`src/pkg/ccs_pkg.sv`:
```
package ccs_pkg;
   localparam int WORD_W = 32;
   localparam int SR_W = 16;
   localparam int SPACE_W = 3;
   localparam int SR_C = 0;
   localparam int SR_V = 1;
   localparam int SR_Z = 2;
   localparam int SR_N = 3;
   localparam int SR_X = 4;
   localparam int SR_IPM_LO = 8;
   localparam int SR_IPM_HI = 10;
   localparam int SR_M = 12;
   localparam int SR_S = 13;
   localparam int SR_T0 = 14;
   localparam int SR_T1 = 15;
   localparam int CCR_HI = 7;
   localparam logic [15:0] SR_RESET = 16'h2700;
   localparam logic [15:0] SR_IMPL_MASK = 16'hF71F;
   localparam logic [2:0] FC_USER_DATA = 3'h1;
   localparam logic [2:0] FC_USER_PROG = 3'h2;
   localparam logic [2:0] FC_SUP_DATA = 3'h5;
   localparam logic [2:0] FC_SUP_PROG = 3'h6;
   localparam logic [2:0] FC_RESET = 3'h0;
   localparam logic [31:0] WORD_RESET = 32'h0;
   localparam int ICACHE_CONTROL_REG_EN = 0;
   localparam int ICACHE_CONTROL_REG_FRZ = 1;
   localparam int ICACHE_CONTROL_REG_CLR_ENT = 2;
   localparam int ICACHE_CONTROL_REG_CLR_ALL = 3;
   localparam int VEC_SHIFT = 2;
   localparam int NREG = 16;
   localparam logic [3:0] SP_INDEX = 4'hF;
   localparam logic [4:0] BF_FULL = 5'h0;
   typedef enum logic [1:0] {SZ_BYTE, SZ_WORD, SZ_LONG, SZ_QUAD} ccs_size_t;
endpackage

```
`src/rtl/ccs_gpr_bank.sv`:
```
`timescale 1ns/1ns
`default_nettype none
module ccs_gpr_bank (
   input wire logic sys_clk_i,
   input wire logic rst_b_i,
   input wire logic sup_i,
   input wire logic master_i,
   input wire logic wr_en_i,
   input wire logic [3:0] wr_sel_i,
   input wire ccs_pkg::ccs_size_t wr_size_i,
   input wire logic [31:0] wr_data_i,
   input wire logic [2:0] wr_pair_sel_i,
   input wire logic [31:0] wr_data_hi_i,
   input wire logic [3:0] rd_a_sel_i,
   input wire logic [3:0] rd_b_sel_i,
   output logic [31:0] rd_a_o,
   output logic [31:0] rd_b_o
);
   logic [31:0] file_r [0:ccs_pkg::NREG-2];
   logic [31:0] usp_r, isp_r, msp_r;
   wire [31:0] active_sp;
   wire sp_wr;

   // addresses take word writes sign-extended; byte forms have no address meaning
   function automatic logic [31:0] merge(input logic [31:0] old, input logic [31:0] nw,
                                         input ccs_pkg::ccs_size_t sz, input logic is_addr);
      logic [31:0] r;
      r = nw;
      if (sz == ccs_pkg::SZ_WORD) begin
         r = is_addr ? {{16{nw[15]}}, nw[15:0]} : {old[31:16], nw[15:0]};
      end else if (sz == ccs_pkg::SZ_BYTE && !is_addr) begin
         r = {old[31:8], nw[7:0]};
      end
      return r;
   endfunction

   function automatic logic [31:0] rd(input logic [3:0] sel, input logic [31:0] sp);
      return (sel == ccs_pkg::SP_INDEX) ? sp : file_r[sel];
   endfunction

   assign active_sp = !sup_i ? usp_r : (master_i ? msp_r : isp_r);
   assign sp_wr = wr_en_i && wr_sel_i == ccs_pkg::SP_INDEX;

   genvar g;
   generate
      for (g = 0; g < ccs_pkg::NREG - 1; g++) begin : g_reg
         localparam logic is_addr = (g >= 8);
         wire sel_hit = wr_en_i && wr_sel_i == 4'(g);
         wire hi_hit = wr_en_i && !is_addr && wr_size_i == ccs_pkg::SZ_QUAD &&
                       wr_pair_sel_i == 3'(g) && !wr_sel_i[3];
         always_ff @(posedge sys_clk_i or negedge rst_b_i) begin
            if (!rst_b_i) begin
               file_r[g] <= ccs_pkg::WORD_RESET;
            end else if (hi_hit) begin
               file_r[g] <= wr_data_hi_i;
            end else if (sel_hit) begin
               file_r[g] <= merge(file_r[g], wr_data_i, wr_size_i, is_addr);
            end
         end
      end
   endgenerate

   always_ff @(posedge sys_clk_i or negedge rst_b_i) begin
      if (!rst_b_i) begin
         usp_r <= ccs_pkg::WORD_RESET;
         isp_r <= ccs_pkg::WORD_RESET;
         msp_r <= ccs_pkg::WORD_RESET;
      end else if (sp_wr) begin
         if (!sup_i) usp_r <= merge(usp_r, wr_data_i, wr_size_i, 1'b1);
         else if (master_i) msp_r <= merge(msp_r, wr_data_i, wr_size_i, 1'b1);
         else isp_r <= merge(isp_r, wr_data_i, wr_size_i, 1'b1);
      end
   end

   assign rd_a_o = rd(rd_a_sel_i, active_sp);
   assign rd_b_o = rd(rd_b_sel_i, active_sp);
endmodule
`default_nettype wire

```
`src/rtl/ccs_space_code.sv`:
```
`timescale 1ns/1ns
`default_nettype none
module ccs_space_code (
   input wire logic sys_clk_i,
   input wire logic rst_b_i,
   input wire logic sup_i,
   input wire logic sfc_wr_en_i,
   input wire logic dfc_wr_en_i,
   input wire logic [2:0] code_data_i,
   input wire logic bus_cycle_i,
   input wire logic bus_prog_i,
   input wire logic alt_src_i,
   input wire logic alt_dst_i,
   output logic [2:0] address_space_code_pins_o,
   output logic space_valid_o,
   output logic alt_refused_o,
   output logic [2:0] source_space_code_reg_o,
   output logic [2:0] dest_space_code_reg_o
);
   logic [2:0] sfc_r, dfc_r, fc_r;
   logic valid_r, refused_r;
   wire [2:0] plain_code, fc_nxt;
   wire alt_ok;

   assign plain_code = sup_i ? (bus_prog_i ? ccs_pkg::FC_SUP_PROG : ccs_pkg::FC_SUP_DATA)
                             : (bus_prog_i ? ccs_pkg::FC_USER_PROG : ccs_pkg::FC_USER_DATA);
   // alternate space only honoured from supervisor state
   assign alt_ok = sup_i && (alt_src_i || alt_dst_i);
   assign fc_nxt = !alt_ok ? plain_code : (alt_src_i ? sfc_r : dfc_r);

   always_ff @(posedge sys_clk_i or negedge rst_b_i) begin
      if (!rst_b_i) begin
         sfc_r <= ccs_pkg::FC_RESET;
         dfc_r <= ccs_pkg::FC_RESET;
         fc_r <= ccs_pkg::FC_RESET;
         valid_r <= 1'b0;
         refused_r <= 1'b0;
      end else begin
         if (sfc_wr_en_i && sup_i) sfc_r <= code_data_i;
         if (dfc_wr_en_i && sup_i) dfc_r <= code_data_i;
         if (bus_cycle_i) fc_r <= fc_nxt;
         valid_r <= bus_cycle_i;
         refused_r <= bus_cycle_i && !sup_i && (alt_src_i || alt_dst_i);
      end
   end

   assign address_space_code_pins_o = fc_r;
   assign space_valid_o = valid_r;
   assign alt_refused_o = refused_r;
   assign source_space_code_reg_o = sfc_r;
   assign dest_space_code_reg_o = dfc_r;
endmodule
`default_nettype wire

```
`src/rtl/ccs_regs_top.sv`:
```
`timescale 1ns/1ns
`default_nettype none
module ccs_regs_top (
   input wire logic sys_clk_i,
   input wire logic rst_b_i,
   // general register file
   input wire logic gpr_wr_en_i,
   input wire logic [3:0] gpr_wr_sel_i,
   input wire ccs_pkg::ccs_size_t gpr_wr_size_i,
   input wire logic [31:0] gpr_wr_data_i,
   input wire logic [2:0] gpr_pair_sel_i,
   input wire logic [31:0] gpr_wr_data_hi_i,
   input wire logic [3:0] gpr_rd_sel_i,
   output logic [31:0] gpr_rd_data_o,
   // index and bit-field operand paths
   input wire logic [3:0] idx_sel_i,
   input wire logic idx_long_i,
   input wire logic [1:0] idx_scale_i,
   output logic [31:0] idx_value_o,
   input wire logic [4:0] bf_offset_i,
   input wire logic [4:0] bf_width_i,
   output logic [31:0] bf_field_o,
   output logic bit_value_o,
   // status register
   input wire logic sr_wr_en_i,
   input wire logic [15:0] sr_wr_data_i,
   input wire logic ccr_wr_en_i,
   input wire logic [4:0] ccr_wr_data_i,
   output logic [15:0] sr_o,
   output logic priv_err_o,
   // trace
   input wire logic instr_done_i,
   input wire logic instr_flow_i,
   output logic trace_trap_o,
   // program counter and vector base
   input wire logic pc_wr_en_i,
   input wire logic [31:0] pc_wr_data_i,
   output logic [31:0] pc_o,
   input wire logic vbr_wr_en_i,
   input wire logic [31:0] vbr_wr_data_i,
   input wire logic [7:0] vector_num_i,
   output logic [31:0] vbr_o,
   output logic [31:0] vector_addr_o,
   // alternate space registers and bus cycle
   input wire logic sfc_wr_en_i,
   input wire logic dfc_wr_en_i,
   input wire logic [2:0] space_wr_data_i,
   input wire logic bus_cycle_i,
   input wire logic bus_prog_i,
   input wire logic alt_src_i,
   input wire logic alt_dst_i,
   output logic [2:0] address_space_code_pins_o,
   output logic space_valid_o,
   output logic alt_refused_o,
   output logic [2:0] source_space_code_reg_o,
   output logic [2:0] dest_space_code_reg_o,
   // instruction cache control
   input wire logic icache_control_reg_wr_en_i,
   input wire logic [31:0] icache_control_reg_wr_data_i,
   input wire logic icache_addr_reg_wr_en_i,
   input wire logic [31:0] icache_addr_reg_wr_data_i,
   output logic [31:0] icache_control_reg_o,
   output logic [31:0] icache_addr_reg_o,
   output logic icache_enable_o,
   output logic icache_freeze_o,
   output logic icache_clr_entry_o,
   output logic icache_clr_all_o
);
   logic [15:0] sr_r, sr_nxt;
   logic [31:0] pc_r, vbr_r, icache_addr_reg_r, vec_r, rd_r, idx_r, bf_r;
   logic en_r, frz_r, clr_ent_r, clr_all_r, trap_r, perr_r, bit_r;
   wire [31:0] rd_a, rd_b, idx_raw, bf_shift, bf_mask;
   wire sup, master, trace_all_bit, trace_flow_bit, trap_nxt, priv_wr;

   assign sup = sr_r[ccs_pkg::SR_S];
   assign master = sr_r[ccs_pkg::SR_M];
   assign trace_all_bit = sr_r[ccs_pkg::SR_T0];
   assign trace_flow_bit = sr_r[ccs_pkg::SR_T1];

   ccs_gpr_bank u_bank (
      .sys_clk_i(sys_clk_i),
      .rst_b_i(rst_b_i),
      .sup_i(sup),
      .master_i(master),
      .wr_en_i(gpr_wr_en_i),
      .wr_sel_i(gpr_wr_sel_i),
      .wr_size_i(gpr_wr_size_i),
      .wr_data_i(gpr_wr_data_i),
      .wr_pair_sel_i(gpr_pair_sel_i),
      .wr_data_hi_i(gpr_wr_data_hi_i),
      .rd_a_sel_i(gpr_rd_sel_i),
      .rd_b_sel_i(idx_sel_i),
      .rd_a_o(rd_a),
      .rd_b_o(rd_b)
   );

   ccs_space_code u_space (
      .sys_clk_i(sys_clk_i),
      .rst_b_i(rst_b_i),
      .sup_i(sup),
      .sfc_wr_en_i(sfc_wr_en_i),
      .dfc_wr_en_i(dfc_wr_en_i),
      .code_data_i(space_wr_data_i),
      .bus_cycle_i(bus_cycle_i),
      .bus_prog_i(bus_prog_i),
      .alt_src_i(alt_src_i),
      .alt_dst_i(alt_dst_i),
      .address_space_code_pins_o(address_space_code_pins_o),
      .space_valid_o(space_valid_o),
      .alt_refused_o(alt_refused_o),
      .source_space_code_reg_o(source_space_code_reg_o),
      .dest_space_code_reg_o(dest_space_code_reg_o)
   );

   // index: word form is sign-extended before scaling
   assign idx_raw = idx_long_i ? rd_b : {{16{rd_b[15]}}, rd_b[15:0]};
   // bit-field from the read-port register, width zero means 32
   assign bf_shift = rd_a >> bf_offset_i;
   assign bf_mask = (bf_width_i == ccs_pkg::BF_FULL) ? ~32'h0 : ~(~32'h0 << bf_width_i);

   // user state may only touch the condition code byte
   assign priv_wr = (sr_wr_en_i || vbr_wr_en_i || icache_control_reg_wr_en_i || icache_addr_reg_wr_en_i ||
                     sfc_wr_en_i || dfc_wr_en_i) && !sup;

   always_comb begin
      sr_nxt = sr_r;
      if (sr_wr_en_i && sup) begin
         sr_nxt = sr_wr_data_i & ccs_pkg::SR_IMPL_MASK;
      end else if (sr_wr_en_i) begin
         sr_nxt[ccs_pkg::CCR_HI:0] = sr_wr_data_i[ccs_pkg::CCR_HI:0] &
                                     ccs_pkg::SR_IMPL_MASK[ccs_pkg::CCR_HI:0];
      end else if (ccr_wr_en_i) begin
         sr_nxt[ccs_pkg::SR_X:ccs_pkg::SR_C] = ccr_wr_data_i;
      end
   end

   // T0 traps every instruction, T1 only change-of-flow ones
   assign trap_nxt = instr_done_i && (trace_all_bit || (trace_flow_bit && instr_flow_i));

   always_ff @(posedge sys_clk_i or negedge rst_b_i) begin
      if (!rst_b_i) begin
         sr_r <= ccs_pkg::SR_RESET;
         trap_r <= 1'b0;
         perr_r <= 1'b0;
      end else begin
         sr_r <= sr_nxt;
         trap_r <= trap_nxt;
         perr_r <= priv_wr;
      end
   end

   always_ff @(posedge sys_clk_i or negedge rst_b_i) begin
      if (!rst_b_i) begin
         pc_r <= ccs_pkg::WORD_RESET;
         vbr_r <= ccs_pkg::WORD_RESET;
         vec_r <= ccs_pkg::WORD_RESET;
      end else begin
         if (pc_wr_en_i) pc_r <= pc_wr_data_i;
         if (vbr_wr_en_i && sup) vbr_r <= vbr_wr_data_i;
         vec_r <= vbr_r + (32'(vector_num_i) << ccs_pkg::VEC_SHIFT);
      end
   end

   // clear requests are one-shot pulses and never stored
   always_ff @(posedge sys_clk_i or negedge rst_b_i) begin
      if (!rst_b_i) begin
         en_r <= 1'b0;
         frz_r <= 1'b0;
         clr_ent_r <= 1'b0;
         clr_all_r <= 1'b0;
         icache_addr_reg_r <= ccs_pkg::WORD_RESET;
      end else begin
         if (icache_control_reg_wr_en_i && sup) begin
            en_r <= icache_control_reg_wr_data_i[ccs_pkg::ICACHE_CONTROL_REG_EN];
            frz_r <= icache_control_reg_wr_data_i[ccs_pkg::ICACHE_CONTROL_REG_FRZ];
         end
         clr_ent_r <= icache_control_reg_wr_en_i && sup && icache_control_reg_wr_data_i[ccs_pkg::ICACHE_CONTROL_REG_CLR_ENT];
         clr_all_r <= icache_control_reg_wr_en_i && sup && icache_control_reg_wr_data_i[ccs_pkg::ICACHE_CONTROL_REG_CLR_ALL];
         if (icache_addr_reg_wr_en_i && sup) icache_addr_reg_r <= icache_addr_reg_wr_data_i;
      end
   end

   always_ff @(posedge sys_clk_i or negedge rst_b_i) begin
      if (!rst_b_i) begin
         rd_r <= ccs_pkg::WORD_RESET;
         idx_r <= ccs_pkg::WORD_RESET;
         bf_r <= ccs_pkg::WORD_RESET;
         bit_r <= 1'b0;
      end else begin
         rd_r <= rd_a;
         idx_r <= idx_raw << idx_scale_i;
         bf_r <= bf_shift & bf_mask;
         bit_r <= bf_shift[0];
      end
   end

   assign gpr_rd_data_o = rd_r;
   assign idx_value_o = idx_r;
   assign bf_field_o = bf_r;
   assign bit_value_o = bit_r;
   assign sr_o = sr_r;
   assign priv_err_o = perr_r;
   assign trace_trap_o = trap_r;
   assign pc_o = pc_r;
   assign vbr_o = vbr_r;
   assign vector_addr_o = vec_r;
   assign icache_control_reg_o = {30'h0, frz_r, en_r};
   assign icache_addr_reg_o = icache_addr_reg_r;
   assign icache_enable_o = en_r;
   assign icache_freeze_o = frz_r;
   assign icache_clr_entry_o = clr_ent_r;
   assign icache_clr_all_o = clr_all_r;
endmodule
`default_nettype wire

```
`config.mk`:
```
export PLATFORM = sky130hd
export DESIGN_NAME = ccs_regs_top
export DESIGN_NICKNAME = d
export VERILOG_FILES = /design/src/pkg/ccs_pkg.sv /design/src/rtl/ccs_gpr_bank.sv /design/src/rtl/ccs_space_code.sv /design/src/rtl/ccs_regs_top.sv
export SDC_FILE = /design/constraint.sdc
export NUM_CORES = 2
export LEC_CHECK = 0
export ABC_CLOCK_PERIOD_IN_PS = 3300
export BUFFER_PORTS_ARGS = -buffer_cell sky130_fd_sc_hd__buf_2
export CORE_MARGIN = 4
export CORE_UTILIZATION = 60
export CTS_BUF_LIST = sky130_fd_sc_hd__clkbuf_4 sky130_fd_sc_hd__clkbuf_8
export DETAILED_ROUTE_END_ITERATION = 7
export MAX_ROUTING_LAYER = met4
export PLACE_DENSITY = 0.87
export RECOVER_POWER = 25
export SYNTH_ARGS = -nofsm -noshare
export SYNTH_HDL_FRONTEND = slang
export SYNTH_SLANG_ARGS = --single-unit
```
`constraint.sdc`:
```
create_clock -name sys_clk_i -period 3.3 [get_ports sys_clk_i]
set_input_delay 0.33 -clock sys_clk_i [delete_from_list [all_inputs] [get_ports sys_clk_i]]
set_output_delay 0.33 -clock sys_clk_i [all_outputs]
set_load 0.01 [all_outputs]
```
; Word level (Yosys, flattened, before mapping)
; Cells that the tools add are included.
[word_totals]
wordCells = 247
latch_bits = 0
out_inout_bits = 290
n_memories = 0
ram_bits = 0
rom_bits = 0
register_bits = 833
[classes]
add_sub_neg = 1
muxes = 40
shifts = 3
multipliers = 0
n_eq_ne = 50
n_reduce_logical = 89
bitwise = 6
order_cmp = 2
div_mod_pow = 0
[op_table]
columns = op, count
row1 = $mux 32, 29
row2 = $bmux 32 s4, 2
row3 = $logic_and 1x1->1, 47
row4 = $eq 4x4->1 const B, 10
row5 = $add 32x10->32, 1
row6 = $and 32x32->32, 1
row7 = $ne 2x1->1 const B, 16
row8 = $not 32->32, 1
row9 = $shl 32x2->32, 1
row10 = $shl 32x5->32 const A, 1
row11 = $shr 32x5->32, 1
row12 = $reduce_and 3->1, 10
row13 = $ne 3x1->1 const B, 8
row14 = $reduce_and 2->1, 9
row15 = $reduce_bool 2->1, 9
row16 = $eq 4x3->1 const B, 4
row17 = $eq 3x3->1 const B, 4
row18 = $mux 3, 4
row19 = $ge 5x5->1 const B, 2
row20 = $mux 5, 2
row21 = $not 4->5, 2
row22 = $eq 4x2->1 const B, 2
row23 = $mux 8, 1
row24 = $logic_or 1x1->1, 7
row25 = 13 further kinds, 17

; Logic depth before layout (Yosys ltp)
[depth]
word_depth = 7
ltp_mapped = 12

; Cells and area by module
; Synthesis repeated with hierarchy kept, for this count alone.
[hier_totals]
hier_cells = 3621
hier_area_um2 = 45048.2
[by_module_without_submodules]
columns = mod, instances, cells_each, area_each_um2
row1 = ccs_gpr_bank, 1, 2661, 32917.8
row2 = ccs_regs_top, 1, 923, 11659.9
row3 = ccs_space_code, 1, 37, 470.5

; Worst setup path before layout
; Ideal clock, no wire load.
[synth_path]
kind = input-to-reg
startpoint = input port idx_sel_i[1]
endpoint = register idx_r[3] (netlist: idx_value_o[3])
arrival_time_ps = 2930
path_buffers = 4
setup_slack_ps = 246
stages = 9
setup_time_ps = 125
cell_sequence = clkbuf_1 clkbuf_1 clkbuf_1 buf_1 mux4_2 mux4_2 a21oi_1 mux2i_1 mux2_2
[synth_between]
elab_chain_cells = 7
elab_cells_between_ends = 8
cone_classes = eq/ne: 1 / shift: 1 / mux: 5 / bitwise: 1
[synth_rtl]
columns = element, line_no
row1 = from (decl), ccs_regs_top.sv:16  ; input wire logic [3:0] idx_sel_i,
row2 = $not 4->5 (not written as such), ccs_gpr_bank.sv:38  ; return (sel == ccs_pkg::SP_INDEX) ? sp : file_r[sel];
row3 = $bmux 32 s4, ccs_gpr_bank.sv:38
row4 = $mux 32 (not written as such) (2 in series), ccs_gpr_bank.sv:38
row5 = $mux 32 *, ccs_gpr_bank.sv:38
row6 = $mux 32 *, ccs_regs_top.sv:116  ; assign idx_raw = idx_long_i ? rd_b : {{16{rd_b[15]}}, rd_b[15:0]};
row7 = $shl 32x2->32 *, ccs_regs_top.sv:191  ; idx_r <= idx_raw << idx_scale_i;
row8 = to (signal assigned), ccs_regs_top.sv:186  ; idx_r <= ccs_pkg::WORD_RESET;
row9 = to (signal assigned), ccs_regs_top.sv:191
row10 = to (decl), ccs_regs_top.sv:70  ; logic [31:0] pc_r, vbr_r, icache_addr_reg_r, vec_r, rd_r, idx_r, bf_r;
; Every way passes the cells marked *; elsewhere a longest branch is shown, timed or not. The select of a mux whose other input is x is not followed.
; A chain may end at the register's enable or synchronous reset.

; Worst setup path in the final report
[layout_path]
startpoint = register u_bank.file_r[471] in the netlist's numbering
endpoint = register bf_r[6] (netlist: bf_field_o[6])
[layout_between]
elab_chain_cells = 6
[layout_rtl]
columns = element, line_no
row1 = from (decl), ccs_gpr_bank.sv:19  ; logic [31:0] file_r [0:ccs_pkg::NREG-2];
row2 = "from (signal, indexed assignment)", ccs_gpr_bank.sv:53  ; file_r[g] <= ccs_pkg::WORD_RESET;
row3 = "from (signal, indexed assignment)", ccs_gpr_bank.sv:55  ; file_r[g] <= wr_data_hi_i;
row4 = "from (signal, indexed assignment)", ccs_gpr_bank.sv:57  ; file_r[g] <= merge(file_r[g], wr_data_i, wr_size_i, is_addr);
row5 = $bmux 32 s4, ccs_gpr_bank.sv:38
row6 = $mux 32 (not written as such) (2 in series), ccs_gpr_bank.sv:38
row7 = $mux 32, ccs_gpr_bank.sv:38
row8 = net rd_a[23], ccs_regs_top.sv:72  ; wire [31:0] rd_a, rd_b, idx_raw, bf_shift, bf_mask;
row9 = $shr 32x5->32, ccs_regs_top.sv:118  ; assign bf_shift = rd_a >> bf_offset_i;
row10 = $and 32x32->32, ccs_regs_top.sv:192  ; bf_r <= bf_shift & bf_mask;
row11 = to (signal assigned), ccs_regs_top.sv:187  ; bf_r <= ccs_pkg::WORD_RESET;
row12 = to (signal assigned), ccs_regs_top.sv:192
row13 = to (decl), ccs_regs_top.sv:70
; The timed path passes the listed nets, and every way through them passes these cells. The select of a mux whose other input is x is not followed.

==> impl_metrics.ini <==
[global_route]
grt-ovfl-total = 0
grt_start_max_net_pins = 106
grt_pass1_wl_um = 252000
grt_pass1_vias = 41600
track_usage_pct = 43.5
antenna_found_initial = 26

[finish]
layout.cells.non_filler = 5815
fillers = 4355
area_growth_pct = 21.6
final_cell_area_um2 = 54200
final_layout_size_suffix_gt1_share_pct = 33.8
nets = 5005

[placed_design]
placed_cell_area_um2 = 49000
place_inst = 5304
numPortBuffers = 494
dp_hpwl_um = 107000
post-place-ws_ps = -293
place_congestion = 0.977

[sta]
slew_headroom_pct = -100
worstMarginPinSlew_ps = 3000
setup_viol = 2
slew_viol_final = 217
final-hold-violation-count = 0
final.setup_skew_ps = 43.1
fin_crit_ps = 3310
period_share_pct = 100
setup_slack_ps = -12.0
fmax_mhz = 302
setup_tns_ps = -13.1

[routing]
drt-initial-drc-count = 6744
ant_nets = 0
drc_errors = 12
wl_per_cell_um = 29.7
vias_per_cell = 7.07
vias = 41100
drt_wl_total_um = 173000
firstDrtPassIters = 8

[clocking]
htreeDepth = 4
cts_tree = built
clk_pin_slew_worst_paths_ps = 70
cts.sinks = 830
cts-root-buf = clkbuf_8
numCtsBuffers = 137
insertion_delay_ps = 840
cts_buffer_depth = 3

[setup_path]
cp_data_required_time_ps = 4000
endpoint_kind = register
worstSetupPathType = register to register
arrival_ps = 4010
startpoint_type = register
cp_max_fo = 3

[floorplanning]
fp.dieW_um = 281
fp-row-count = 99
start_util_pct = 60.8
die_area_um2 = 78800
fp.coreArea_um2 = 73300
die_y_um = 281
io_pins = 561

[outcome]
outcome = finished with violations
violations = design-rule violations, max-capacitance violations, max-slew violations, negative setup slack

[synthesis]
ys_warn_count = 0
syn_avg_cell_area_um2 = 11.3
ys_seq_elements = 830
syn_inst = 3943
yosys.cell_types.count = 88
yosysTopAreaCellShare_pct = 46.3
synth_ff_type = dfrtp_1
synth_area_um2 = 44600
synthTopCellsByArea = dfrtp_1 (46%), mux4_2 (11%), mux2i_1 (9.1%)
yosys.area.top_type = dfrtp_1
async_flop_share_pct = 100
ys_seq_area_share_pct = 46.6
synth_edf_count = 0

[pwr]
ir_drop_uv = 464
p_per_area_nw_per_um2 = 603
total_power_w = 0.0327
power_leakage_nw = 25.1

[flow_run]
maxCapViolations = 4

[worst_hold_path]
min_path_type = input pin to register
-- logic make-up after synthesis --
| family | count (synthesis) | synth area share (%) |
|---|---|---|
| adder cells (fa/ha/maj) | 9 | 0.269 |
| flip-flops | 830 | 46.6 |
| AND/OR/NAND/NOR | 846 | 7.93 |
| multiplexers | 964 | 28.8 |
| buffers and inverters | 440 | 4.72 |
| other | 1 | 0.00841 |
| AO/OA/AOI/OAI | 827 | 11.2 |
| XOR/XNOR | 26 | 0.511 |
-- layout by cell type (no fill, tap or decap), drive strengths merged, types with 180 or more instances in the layout --
cell type and count:
nor2 180, mux4 221, dfrtp 826, mux2i 406, dlygate4sd3 239, o21ai 425
clkbuf 234, mux2 337, nand2 519, buf 762
-- area by class of cell --
cell class / count / area, um^2 / share of cell area (%)
multi-input cells: 2706 / 22000 / 40.5
inverters: 32 / 124 / 0.228
flip-flops and latches: 830 / 20800 / 38.3
clock buffers: 217 / 2670 / 4.92
repair buffers: 1018 / 7300 / 13.5
clock inverters: 21 / 135 / 0.249
diodes: 32 / 80.1 / 0.148
well taps: 959 / 1200 / 2.21
-- where the power goes --
part           internal (W)  switching, W  total (W)
registers            0.0123       0.00193     0.0142
clock network       0.00512       0.00439    0.00951
logic               0.00412       0.00488    0.00901
total                0.0215        0.0112     0.0327
-- registers in the layout (all words and copies together) (netlist names), 3 cells and up --
signal and count:
bf_field_o 32, gpr_rd_data_o 32, icache_addr_reg_o 32, idx_value_o 32, pc_o 32, sr_o 12
u_bank.file_r 480, u_bank.isp_r 32, u_bank.msp_r 32, u_bank.usp_r 32, u_space.address_space_code_pins_o 3, u_space.dest_space_code_reg_o 3
u_space.source_space_code_reg_o 3, vbr_o 32, vector_addr_o 32
-- repair_timing --
item                       CTS  global route
buffers inserted             0             2
hold endpoints to repair   458             0
hold buffers               239             0
resized for setup            2             6
cloned                       0             0
setup endpoints to repair   12            10
-- critical path, cell delays in order, from the launching register on --
cell and delay, ps:
dfrtp_1 430, mux4_1 540, mux2_2 330, a221oi_2 340
nor2_1 190, mux4_2 530, a222oi_1 410, buf_4 210
nand2_1 50, and3_1 170
-- synth_stat cells (all sizes together), types with 10 or more instances --
master	number
a22oi	21
o221ai	16
a211oi	30
nand3	14
a221oi	24
clkbuf	254
xor2	14
o22ai	16
mux2	337
mux4	221
and2	11
and3	17
mux2i	406
o22a	18
buf	153
o211ai	11
nor2	180
or2	10
nor3	20
a21oi	150
xnor2	12
dfrtp	826
inv	32
o21ai	425
nand2	519
a31oi	40
nand2b	20
nor2b	22
-- routing by layer --
metal | vias to the layer above | GRT usage [%] | share of wire [%]
li1 | 15900 | - | -
met1 | 19600 | 49.1 | 32
met2 | 4193 | 63.8 | 44
met3 | 1434 | 17.5 | 15
met4 | 0 | 29.3 | 9.5
met5 | - | - | 0
-- through the flow --
| stage | hold WS, ps | util, % |
|---|---|---|
| 2_1_floorplan | 34.4 | - |
| 3_3_place_gp | 366 | 66.8 |
| 3_5_place_dp | 376 | 66.8 |
| 4_1_cts | 5.77 | 73.9 |
| 5_1_grt | 22.9 | 74.0 |
| 6_report | 27.5 | 74.0 |
-- final timing paths --
path	startpoint	end	slack (ps)	cells after the start
max	u_bank.file_r[471]	bf_field_o[6]	-10	9
min in group asynchronous	rst_b_i	bf_field_o[30]	750	2
min reg2reg	vbr_o[1]	vector_addr_o[1]	410	0
min	gpr_wr_data_i[0]	u_bank.file_r[448]	30	3
max reg2reg	u_bank.file_r[471]	bf_field_o[6]	-10	9
max in group asynchronous	rst_b_i	u_bank.file_r[354]	300	3
No activity file was read; power rests on OpenSTA's default activity.
